## src/rtl/dioam_pkg.sv

```systemverilog
// Constants and types shared by the drive I/O assembly mapper
package dioam_pkg;

  // ==========================================================================
  // Register map (byte addresses on APB)
  // ==========================================================================
  localparam int          APB_AW        = 8;
  localparam logic [7:0]  OFS_STATUS    = 8'h00;
  localparam logic [7:0]  OFS_CMD       = 8'h04;
  localparam logic [7:0]  OFS_IN_MAP0   = 8'h08;
  localparam logic [7:0]  OFS_OUT_MAP0  = 8'h18;
  localparam logic [7:0]  MAP_STRIDE    = 8'h04;

  // ==========================================================================
  // Assembly layouts and word counts
  // ==========================================================================
  localparam logic [2:0]  LAYOUT_BASIC  = 3'h0;
  localparam logic [2:0]  LAYOUT_EXT    = 3'h1;
  localparam logic [2:0]  LAYOUT_MS2    = 3'h2;
  localparam logic [2:0]  LAYOUT_MS3    = 3'h3;
  localparam logic [2:0]  LAYOUT_MS6    = 3'h6;
  localparam logic [2:0]  LAYOUT_RESET  = 3'h0;
  localparam logic [2:0]  FIXED_WORDS   = 3'h2;
  localparam int          MAX_WORDS     = 6;
  localparam int          NUM_MAP       = 4;

  // ==========================================================================
  // Parameter mapping settings
  // ==========================================================================
  localparam logic [9:0]  MAP_MAX       = 10'h3bf;
  localparam logic [9:0]  MAP_RESET     = 10'h000;

  // ==========================================================================
  // Bit positions in byte 0 of the input assembly
  // ==========================================================================
  localparam int          IN_FAULT      = 0;
  localparam int          IN_ALARM      = 1;
  localparam int          IN_FWD        = 2;
  localparam int          IN_REV        = 3;
  localparam int          IN_READY      = 4;
  localparam int          IN_CTRL_NET   = 5;
  localparam int          IN_REF_NET    = 6;
  localparam int          IN_AT_SPEED   = 7;

  // ==========================================================================
  // Bit positions in byte 0 of the output assembly
  // ==========================================================================
  localparam int          OUT_RUN_FWD   = 0;
  localparam int          OUT_RUN_REV   = 1;
  localparam int          OUT_FRESET    = 2;
  localparam int          OUT_NET_CTRL  = 5;
  localparam int          OUT_NET_REF   = 6;

  // ==========================================================================
  // Drive state codes carried in input byte 1
  // ==========================================================================
  typedef enum logic [2:0] {
    DIOAM_NONEXISTENT = 3'b000,
    DIOAM_STARTUP     = 3'b001,
    DIOAM_NOT_READY   = 3'b010,
    DIOAM_READY       = 3'b011,
    DIOAM_ENABLED     = 3'b100,
    DIOAM_STOPPING    = 3'b101,
    DIOAM_FAULT_STOP  = 3'b110,
    DIOAM_FAULTED     = 3'b111
  } dioam_state_t;

endpackage

```

## src/rtl/dioam_param_scan.sv

```systemverilog
// Round-robin access to drive parameters for programmable assembly words
`timescale 1ns/1ps
module dioam_param_scan import dioam_pkg::*; #(
  parameter int NMAP = NUM_MAP
) (
  input  wire logic        pclk,
  input  wire logic        presetn,
  input  wire logic [9:0]  in_map [NMAP],
  input  wire logic [9:0]  out_map [NMAP],
  input  wire logic [2:0]  n_words,
  input  wire logic        wr_req,
  input  wire logic [15:0] wr_data [NMAP],
  input  wire logic [15:0] par_rd_data,
  output logic      [15:0] rd_val [NMAP],
  output logic      [9:0]  par_rd_num,
  output logic             par_wr_en,
  output logic      [9:0]  par_wr_num,
  output logic      [15:0] par_wr_data
);

  localparam int SW = (NMAP > 1) ? $clog2(NMAP) : 1;

  logic [SW-1:0] slot;
  logic [SW-1:0] rd_slot;
  logic [NMAP-1:0] pend;
  logic [15:0]     wdat [NMAP];

  // ==========================================================================
  // Slot sequencing and parameter read
  // ==========================================================================
  always_ff @(posedge pclk or negedge presetn) begin
    if (!presetn) begin
      slot       <= '0;
      rd_slot    <= '0;
      par_rd_num <= MAP_RESET;
    end else begin
      slot       <= (slot == SW'(NMAP - 1)) ? '0 : slot + 1'b1;
      rd_slot    <= slot;
      par_rd_num <= in_map[slot];
    end
  end

  // ==========================================================================
  // Per-slot read capture and write queue
  // ==========================================================================
  for (genvar i = 0; i < NMAP; i++) begin : g_slot
    wire logic present = (3'(i) + FIXED_WORDS + 3'h1) <= n_words;

    // Disabled or absent word reads as zero; word count stays fixed
    always_ff @(posedge pclk or negedge presetn) begin
      if (!presetn) begin
        rd_val[i] <= 16'h0000;
      end else if (rd_slot == SW'(i)) begin
        rd_val[i] <= (present && in_map[i] != MAP_RESET) ? par_rd_data : 16'h0000;
      end
    end

    // New frame sets pending even in the cycle it is being issued
    always_ff @(posedge pclk or negedge presetn) begin
      if (!presetn) begin
        pend[i] <= 1'b0;
        wdat[i] <= 16'h0000;
      end else begin
        if (wr_req && present && out_map[i] != MAP_RESET) begin
          pend[i] <= 1'b1;
          wdat[i] <= wr_data[i];
        end else if (slot == SW'(i)) begin
          pend[i] <= 1'b0;
        end
      end
    end
  end

  // ==========================================================================
  // Parameter write issue
  // ==========================================================================
  always_ff @(posedge pclk or negedge presetn) begin
    if (!presetn) begin
      par_wr_en   <= 1'b0;
      par_wr_num  <= MAP_RESET;
      par_wr_data <= 16'h0000;
    end else begin
      par_wr_en   <= pend[slot];
      par_wr_num  <= out_map[slot];
      par_wr_data <= wdat[slot];
    end
  end

endmodule // dioam_param_scan

```

## src/rtl/dioam_top.sv

```systemverilog
// Drive I/O assembly mapper: packs input and unpacks output assemblies
//
// The APB slave port and the register addresses were chosen for this implementation.
`timescale 1ns/1ps
module dioam_top import dioam_pkg::*; #(
  parameter int NMAP = NUM_MAP
) (
  input  wire logic              pclk,
  input  wire logic              presetn,
  // APB slave
  input  wire logic              psel,
  input  wire logic              penable,
  input  wire logic              pwrite,
  input  wire logic [APB_AW-1:0] paddr,
  input  wire logic [31:0]       pwdata,
  output logic      [31:0]       prdata,
  output logic                   pready,
  output logic                   pslverr,
  // Layout from nonvolatile setting, sampled once after reset
  input  wire logic [2:0]        cfg_layout_select,
  // Drive status
  input  wire logic              drv_fault,
  input  wire logic              drv_alarm,
  input  wire logic              drv_turn_fwd,
  input  wire logic              drv_turn_rev,
  input  wire logic [2:0]        drv_state,
  input  wire logic              drv_remote,
  input  wire logic              drv_ref_net,
  input  wire logic              drv_at_speed,
  input  wire logic [15:0]       drv_speed_actual,
  // Network side
  input  wire logic              rx_valid,
  input  wire logic [95:0]       rx_data,
  output logic      [95:0]       tx_data,
  output logic      [2:0]        tx_words,
  // Commands to the drive
  output logic                   cmd_run_fwd,
  output logic                   cmd_run_rev,
  output logic                   cmd_fault_reset,
  output logic                   cmd_remote_control,
  output logic                   cmd_remote_setpoint,
  output logic      [15:0]       cmd_speed_ref,
  // Drive parameter access
  output logic      [9:0]        par_rd_num,
  input  wire logic [15:0]       par_rd_data,
  output logic                   par_wr_en,
  output logic      [9:0]        par_wr_num,
  output logic      [15:0]       par_wr_data
);

  logic [2:0]  assembly_layout_select;
  logic        started;
  logic [2:0]  n_words;
  logic [9:0]  in_map  [NMAP];
  logic [9:0]  out_map [NMAP];
  logic [15:0] rd_val  [NMAP];
  logic [15:0] wr_words [NMAP];
  logic [95:0] next_tx_data;
  logic [7:0]  in_flags;
  logic        ready_flag;
  logic        wr_req;
  logic [7:0]  rx_cmd;
  logic [15:0] rx_speed;

  // ==========================================================================
  // Layout latch at startup
  // ==========================================================================
  // Later changes of the setting are ignored until the next reset
  always_ff @(posedge pclk or negedge presetn) begin
    if (!presetn) begin
      started                <= 1'b0;
      assembly_layout_select <= LAYOUT_RESET;
    end else if (!started) begin
      started <= 1'b1;
      if (cfg_layout_select > LAYOUT_MS6) begin
        assembly_layout_select <= LAYOUT_RESET;
      end else begin
        assembly_layout_select <= cfg_layout_select;
      end
    end
  end

  always_comb begin
    if (assembly_layout_select < LAYOUT_MS2) begin
      n_words = FIXED_WORDS;
    end else begin
      n_words = assembly_layout_select;
    end
  end

  // ==========================================================================
  // APB slave
  // ==========================================================================
  logic        apb_acc;
  logic        apb_commit;
  logic [31:0] next_prdata;
  logic        next_pslverr;
  logic [NMAP-1:0] hit_in;
  logic [NMAP-1:0] hit_out;
  logic        val_ok;

  assign apb_acc    = psel & penable & ~pready;
  assign apb_commit = psel & penable & pready & pwrite;
  assign val_ok     = pwdata <= 32'(MAP_MAX);

  for (genvar i = 0; i < NMAP; i++) begin : g_hit
    assign hit_in[i]  = paddr == OFS_IN_MAP0 + MAP_STRIDE * 8'(i);
    assign hit_out[i] = paddr == OFS_OUT_MAP0 + MAP_STRIDE * 8'(i);
  end

  always_comb begin
    next_prdata  = 32'h0000_0000;
    next_pslverr = 1'b0;
    if (paddr == OFS_STATUS) begin
      next_prdata = {22'h000000, drv_state, started, n_words, assembly_layout_select};
    end else if (paddr == OFS_CMD) begin
      next_prdata = {cmd_speed_ref, 11'h000, cmd_remote_setpoint, cmd_remote_control,
                     cmd_fault_reset, cmd_run_rev, cmd_run_fwd};
    end else if (|hit_in || |hit_out) begin
      for (int k = 0; k < NMAP; k++) begin
        if (hit_in[k]) begin
          next_prdata = {22'h000000, in_map[k]};
        end
        if (hit_out[k]) begin
          next_prdata = {22'h000000, out_map[k]};
        end
      end
      next_pslverr = pwrite & ~val_ok;
    end else begin
      next_pslverr = 1'b1;
    end
  end

  always_ff @(posedge pclk or negedge presetn) begin
    if (!presetn) begin
      pready  <= 1'b0;
      prdata  <= 32'h0000_0000;
      pslverr <= 1'b0;
    end else begin
      pready  <= apb_acc;
      pslverr <= apb_acc & next_pslverr;
      if (apb_acc && !pwrite) begin
        prdata <= next_prdata;
      end
    end
  end

  // ==========================================================================
  // Mapping settings
  // ==========================================================================
  for (genvar i = 0; i < NMAP; i++) begin : g_map
    always_ff @(posedge pclk or negedge presetn) begin
      if (!presetn) begin
        in_map[i]  <= MAP_RESET;
        out_map[i] <= MAP_RESET;
      end else if (apb_commit && val_ok) begin
        if (hit_in[i]) begin
          in_map[i] <= pwdata[9:0];
        end
        if (hit_out[i]) begin
          out_map[i] <= pwdata[9:0];
        end
      end
    end
    assign wr_words[i] = rx_data[16*(i+2) +: 16];
  end

  // ==========================================================================
  // Input assembly
  // ==========================================================================
  always_comb begin
    ready_flag = (drv_state == DIOAM_READY) || (drv_state == DIOAM_ENABLED) ||
                 (drv_state == DIOAM_STOPPING);
    in_flags              = 8'h00;
    in_flags[IN_FAULT]    = drv_fault;
    in_flags[IN_ALARM]    = drv_alarm;
    in_flags[IN_FWD]      = drv_turn_fwd;
    in_flags[IN_REV]      = drv_turn_rev;
    in_flags[IN_READY]    = ready_flag;
    in_flags[IN_CTRL_NET] = drv_remote;
    in_flags[IN_REF_NET]  = drv_ref_net;
    in_flags[IN_AT_SPEED] = drv_at_speed;
  end

  always_comb begin
    next_tx_data = 96'h0;
    if (assembly_layout_select == LAYOUT_BASIC) begin
      next_tx_data[IN_FAULT] = in_flags[IN_FAULT];
      next_tx_data[IN_FWD]   = in_flags[IN_FWD];
    end else begin
      next_tx_data[7:0]  = in_flags;
      next_tx_data[15:8] = {5'h00, drv_state};
    end
    next_tx_data[23:16] = drv_speed_actual[7:0];
    next_tx_data[31:24] = drv_speed_actual[15:8];
    for (int k = 0; k < NMAP; k++) begin
      next_tx_data[16*(k+2) +: 16] = rd_val[k];
    end
  end

  // Refreshed every cycle from current drive status
  always_ff @(posedge pclk or negedge presetn) begin
    if (!presetn) begin
      tx_data  <= 96'h0;
      tx_words <= FIXED_WORDS;
    end else begin
      tx_data  <= next_tx_data;
      tx_words <= n_words;
    end
  end

  // ==========================================================================
  // Output assembly decode
  // ==========================================================================
  assign rx_cmd   = rx_data[7:0];
  assign rx_speed = {rx_data[31:24], rx_data[23:16]};
  assign wr_req   = rx_valid && started && assembly_layout_select >= LAYOUT_MS3;

  // Reserved and unused command bits are never looked at
  always_ff @(posedge pclk or negedge presetn) begin
    if (!presetn) begin
      cmd_run_fwd         <= 1'b0;
      cmd_run_rev         <= 1'b0;
      cmd_remote_control  <= 1'b0;
      cmd_remote_setpoint <= 1'b0;
      cmd_speed_ref       <= 16'h0000;
    end else if (rx_valid && started) begin
      cmd_run_fwd   <= rx_cmd[OUT_RUN_FWD];
      cmd_speed_ref <= rx_speed;
      if (assembly_layout_select == LAYOUT_BASIC) begin
        cmd_run_rev         <= 1'b0;
        cmd_remote_control  <= 1'b0;
        cmd_remote_setpoint <= 1'b0;
      end else begin
        cmd_run_rev         <= rx_cmd[OUT_RUN_REV];
        cmd_remote_control  <= rx_cmd[OUT_NET_CTRL];
        cmd_remote_setpoint <= rx_cmd[OUT_NET_REF];
      end
    end
  end

  // One-cycle request per frame carrying a one
  always_ff @(posedge pclk or negedge presetn) begin
    if (!presetn) begin
      cmd_fault_reset <= 1'b0;
    end else begin
      cmd_fault_reset <= rx_valid && started && rx_cmd[OUT_FRESET];
    end
  end

  // ==========================================================================
  // Programmable words
  // ==========================================================================
  dioam_param_scan #(
    .NMAP (NMAP)
  ) u_scan (
    .pclk        (pclk),
    .presetn     (presetn),
    .in_map      (in_map),
    .out_map     (out_map),
    .n_words     (n_words),
    .wr_req      (wr_req),
    .wr_data     (wr_words),
    .par_rd_data (par_rd_data),
    .rd_val      (rd_val),
    .par_rd_num  (par_rd_num),
    .par_wr_en   (par_wr_en),
    .par_wr_num  (par_wr_num),
    .par_wr_data (par_wr_data)
  );

endmodule // dioam_top

```

## config.mk

```make
export PLATFORM = sky130hd
export DESIGN_NAME = dioam_top
export DESIGN_NICKNAME = d
export VERILOG_FILES = /design/src/rtl/dioam_pkg.sv /design/src/rtl/dioam_param_scan.sv /design/src/rtl/dioam_top.sv
export SDC_FILE = /design/constraint.sdc
export NUM_CORES = 1
export LEC_CHECK = 0
export ABC_AREA = 1
export BUFFER_PORTS_ARGS = -buffer_cell sky130_fd_sc_hd__buf_2
export CAP_MARGIN = 20
export CORE_MARGIN = 3
export CORE_UTILIZATION = 45
export DETAILED_ROUTE_END_ITERATION = 10
export GPL_TIMING_DRIVEN = 0
export HOLD_SLACK_MARGIN = 0.06
export PLACE_DENSITY_LB_ADDON = 0.3
export SETUP_SLACK_MARGIN = 0.3
export SKIP_LAST_GASP = 1
export SLEW_MARGIN = 40
export SYNTH_ARGS = -nofsm -noshare
export SYNTH_HDL_FRONTEND = slang
export SYNTH_SLANG_ARGS = --single-unit
```

## constraint.sdc

```tcl
create_clock -name pclk -period 1.6 [get_ports pclk]
set_clock_uncertainty 0.05 [all_clocks]
set_input_delay 0.16 -clock pclk [delete_from_list [all_inputs] [get_ports pclk]]
set_output_delay 0.16 -clock pclk [all_outputs]
set_load 0.005 [all_outputs]
```

==> metrics.log <==
INFO  metric failed_checks = hold timing, setup timing
INFO  metric power_density = ~880 nW/µm²
INFO  metric clk_pin_slew = 0.06 ns
INFO  metric post_synth_instance_area = 15,980 µm²
INFO  metric antenna_found_initial = 1
INFO  metric crit_buf_inv = 1
INFO  metric h-tree-depth = 2
INFO  metric design.final.nets = 2,511
INFO  metric areaGrowthSynthToFinish = 57.49%
INFO  metric setup_ws = -0.1622 ns
INFO  metric post_cts_hold_buffer_count = about 130
INFO  metric max-cap-violations = 0
INFO  metric ys.warnings.count = 0
INFO  metric global_route.usage.total = 28.54%
INFO  metric initial_standard_cell_utilization_of_the_core = 45.93%
INFO  metric die_h = 194.5 µm
INFO  metric startpoint_types = flip-flop
INFO  metric grt_start_max_net_pins = between 70 and 80
INFO  metric placed_area = 18,840 µm²
INFO  metric path_delay_family = simple AND/OR/NAND/NOR gates
INFO  metric crit_path_end_kind = flip-flop
INFO  metric fin_tns_setup = -8.159 ns
INFO  metric outcome = finished with violations
INFO  metric synth_seq_cells = 400
INFO  metric setup_repair_after_global_routing_missed_its_margin = yes
INFO  metric placement.io_buffers = 355
INFO  metric worstPathCellList = nor4_2 -> nand3_1 -> nand3_4 -> buf_8 -> mux2_4
INFO  metric rows = 68
INFO  metric clock_tree_buffer_depth = 3
INFO  metric clock-root-buffer = sky130_fd_sc_hd__clkbuf_16
INFO  metric tritoncts.num_buffers = 42
INFO  metric synth_sequential_area_ratio = 62.63%
INFO  metric max_stage_delay = 0.48 ns
INFO  metric maxSlewViolCount = 0
INFO  metric finalHoldViolations = 169
INFO  metric core_area = 34,800 µm²
INFO  metric netlist-cell-type-count = 37
INFO  metric via_per_inst = around 5.5
INFO  metric highest_achievable_clock_rate = 0.5675 GHz
INFO  metric cts_sinks = 400
INFO  metric worstSkewPairLatency = 0.55 ns
INFO  metric final.hold.worst_slack = -0.5625 ns
INFO  metric hold_path_class = input pin to asynchronous set/reset pin
INFO  metric transition_time_at_the_pin_with_the_least_slew_margin = 0.7283 ns
INFO  metric max_slew_margin = 51.39%
INFO  metric worst_ep_arrival_time = 2.14 ns
INFO  metric vdd_drop_max = 0.8079 mV
INFO  metric number_of_global_route_vias_before_repair = 15,030
INFO  metric grt.overflow.total = 0
INFO  metric detail_route.wirelength = 60.09 mm
INFO  metric hpwlAfterDp = 35.58 mm
INFO  metric antenna_violating_nets_post_route = 0
INFO  metric place_worst_setup_slack = -0.4560 ns
INFO  metric finalSetupViolations = 82
INFO  metric route.detailed.drc = 0
INFO  metric die_area = between 30,000 and 40,000 µm²
INFO  metric wl_per_cell = 21.37 µm
INFO  metric synth.avg_cell_area = 9.635 µm²
INFO  metric gp_congestion = 0.9818
INFO  metric synth_cells = 1,659
INFO  metric r2r_setup_slack = -0.16 ns
INFO  metric dr_iter_0_viols = 1,383
INFO  metric design_area = approximately 25,000 µm²
INFO  metric drt_pass1_iterations = 6
INFO  metric required = a little under 2 ns
INFO  metric path_max_fanout = 7
INFO  metric finalCritPeriodShare = 110.1%
INFO  metric leakagePower = 12.81 nW
INFO  metric tritoncts_clock_tree = yes
INFO  metric drive_gt1_share = 46.41%
INFO  metric via_count = 15,600
INFO  metric finalCriticalPeriod = between 1.5 and 2 ns
INFO  metric fin_util = 72.34%
INFO  metric critical-path-slowest-cell = sky130_fd_sc_hd__dfrtp_2
INFO  metric timing.setup.critical_path_class = flip-flop to flip-flop
INFO  metric fillerInstances = 2,249
INFO  metric chipWidth = 194.5 µm
INFO  metric grt_first_pass_wirelength = around 85 mm
INFO  metric design.portCount = 378
[where the power goes]
group	switching, mW	total, mW	internal, mW
logic	0.929	1.74	0.812
clock network	4.10	10.1	6.03
registers	0.103	10.4	10.3
[what timing repair did]
| item | in CTS | in global routing |
|---|---|---|
| buffers inserted | 50 | 42 |
| gates cloned | 18 | 6 |
| pin swaps | 36 | 38 |
| endpoints found under the setup margin | 318 | 338 |
| resized for setup | 410 | 464 |
| endpoints found under the hold margin | 353 | 170 |
[flip-flops by register name, summed over array words and instances, names as in the netlist, 2 cells and up]
| name | cells |
|---|---|
| u_scan.par_wr_data | 16 |
| u_scan.wdat | 64 |
| u_scan.rd_val | 64 |
| tx_data | 91 |
| prdata | 26 |
| u_scan.pend | 4 |
| u_scan.rd_slot | 2 |
| out_map | 40 |
| assembly_layout_select | 3 |
| u_scan.par_wr_num | 10 |
| u_scan.par_rd_num | 10 |
| tx_words | 3 |
| cmd_speed_ref | 16 |
| u_scan.slot | 2 |
| in_map | 40 |
[metrics by stage]
step	cells	total power, mW
6_report	2811	22.25
5_1_grt	2809	22.88
4_1_cts	2760	22.12
3_5_place_dp	2484	11.71
3_3_place_gp	2479	11.64
2_1_floorplan	1669	10.88
[kinds of logic after synthesis]
logic type / after synthesis / synth area share (%)
adders and majority gates: 4 / 0.3131
DFF: 400 / 62.63
other: 2 / 0.04698
muxes: 32 / 2.677
buffers and inverters: 197 / 5.127
AOI/OAI and AO/OA: 326 / 10.71
and+or+nand+nor: 698 / 18.50
[worst paths after layout]
check / from / end / cells after the start
hold reg to reg: u_scan.rd_val[49]$_DFFE_PN0N_ / tx_data[33]$_DFF_PN0_ / 0
min in group pclk: rx_valid / cmd_speed_ref[0]$_DFFE_PN0P_ / 4
setup reg to reg: out_map[21]$_DFFE_PN0P_ / u_scan.wdat[34]$_DFFE_PN0P_ / 5
hold / removal: presetn / tx_data[23]$_DFF_PN0_ / 1
max in group asynchronous: presetn / out_map[33]$_DFFE_PN0P_ / 3
setup / recovery: out_map[21]$_DFFE_PN0P_ / u_scan.wdat[34]$_DFFE_PN0P_ / 5
[Yosys cell counts, drive strengths merged]
cell      n  area (µm²)
or2      10       62.56
dfrtp   399        9985
mux2     32       427.9
nor4     19       118.9
inv     102       382.9
o21bai    3       22.52
dfstp     1       26.28
o22ai    30       187.7
clkbuf   66       247.7
a31oi     3       31.28
o31ai     1       12.51
ha        4       50.05
conb      2       7.510
buf      29       188.9
a21oi    49       249.0
nand2   409        1535
nand4    13       87.58
nor2    130       536.8
nor3      1       5.000
a41oi     2       17.52
nand3   116       610.6
o21ai   238        1191
[placed cells by master, fill, tap and decap left out, types with 20 or more instances in the layout]
cell                              n
sky130_fd_sc_hd__o21ai_1         80
sky130_fd_sc_hd__buf_4           76
sky130_fd_sc_hd__clkbuf_16       53
sky130_fd_sc_hd__a21oi_2         20
sky130_fd_sc_hd__nand2_2         95
sky130_fd_sc_hd__nor2_1          89
sky130_fd_sc_hd__nand2_4         49
sky130_fd_sc_hd__nand2_1        265
sky130_fd_sc_hd__nand3_1         60
sky130_fd_sc_hd__o21ai_2         81
sky130_fd_sc_hd__dfrtp_2         24
sky130_fd_sc_hd__buf_2          355
sky130_fd_sc_hd__nor2_4          24
sky130_fd_sc_hd__mux2_4          32
sky130_fd_sc_hd__nand3_2         44
sky130_fd_sc_hd__dfrtp_1        375
sky130_fd_sc_hd__o21ai_0         75
sky130_fd_sc_hd__buf_8           41
sky130_fd_sc_hd__inv_1           88
sky130_fd_sc_hd__buf_6           33
sky130_fd_sc_hd__dlygate4sd3_1  131
sky130_fd_sc_hd__a21oi_1         26
[worst reg2reg max path: stages (launching register included)]
cell and delay [ns]:
sky130_fd_sc_hd__dfrtp_2 0.48, sky130_fd_sc_hd__nor4_2 0.29, sky130_fd_sc_hd__nand3_1 0.20, sky130_fd_sc_hd__nand3_4 0.14, sky130_fd_sc_hd__buf_8 0.16, sky130_fd_sc_hd__mux2_4 0.32
[layer usage]
| layer | wire length [µm] | global-route usage (%) | vias to the layer above |
|---|---|---|---|
| met1 | 23010 | 38.32 | 7628 |
| met5 | 0 | 0 | - |
| met3 | 5203 | 5.218 | 224 |
| met2 | 28840 | 46.58 | 969 |
| li1 | - | - | 6776 |
| met4 | 3029 | 10.82 | 0 |
[cell type report]
type,instances,area [µm²],share of cell area (%)
timing repair buffer,606,4526,17.98
buffer,95,1080,4.289
clock inverter,16,173.9,0.6909
clock buffer,61,1274,5.060
tap,455,569.3,2.261
multi-input combinational,1072,7086,28.15
timing repair inverter,1,8.758,0.03479
antenna,3,7.507,0.02982
sequential,400,10040,39.89
inverter,102,409.1,1.625
(Power assumes the default switching activity.)
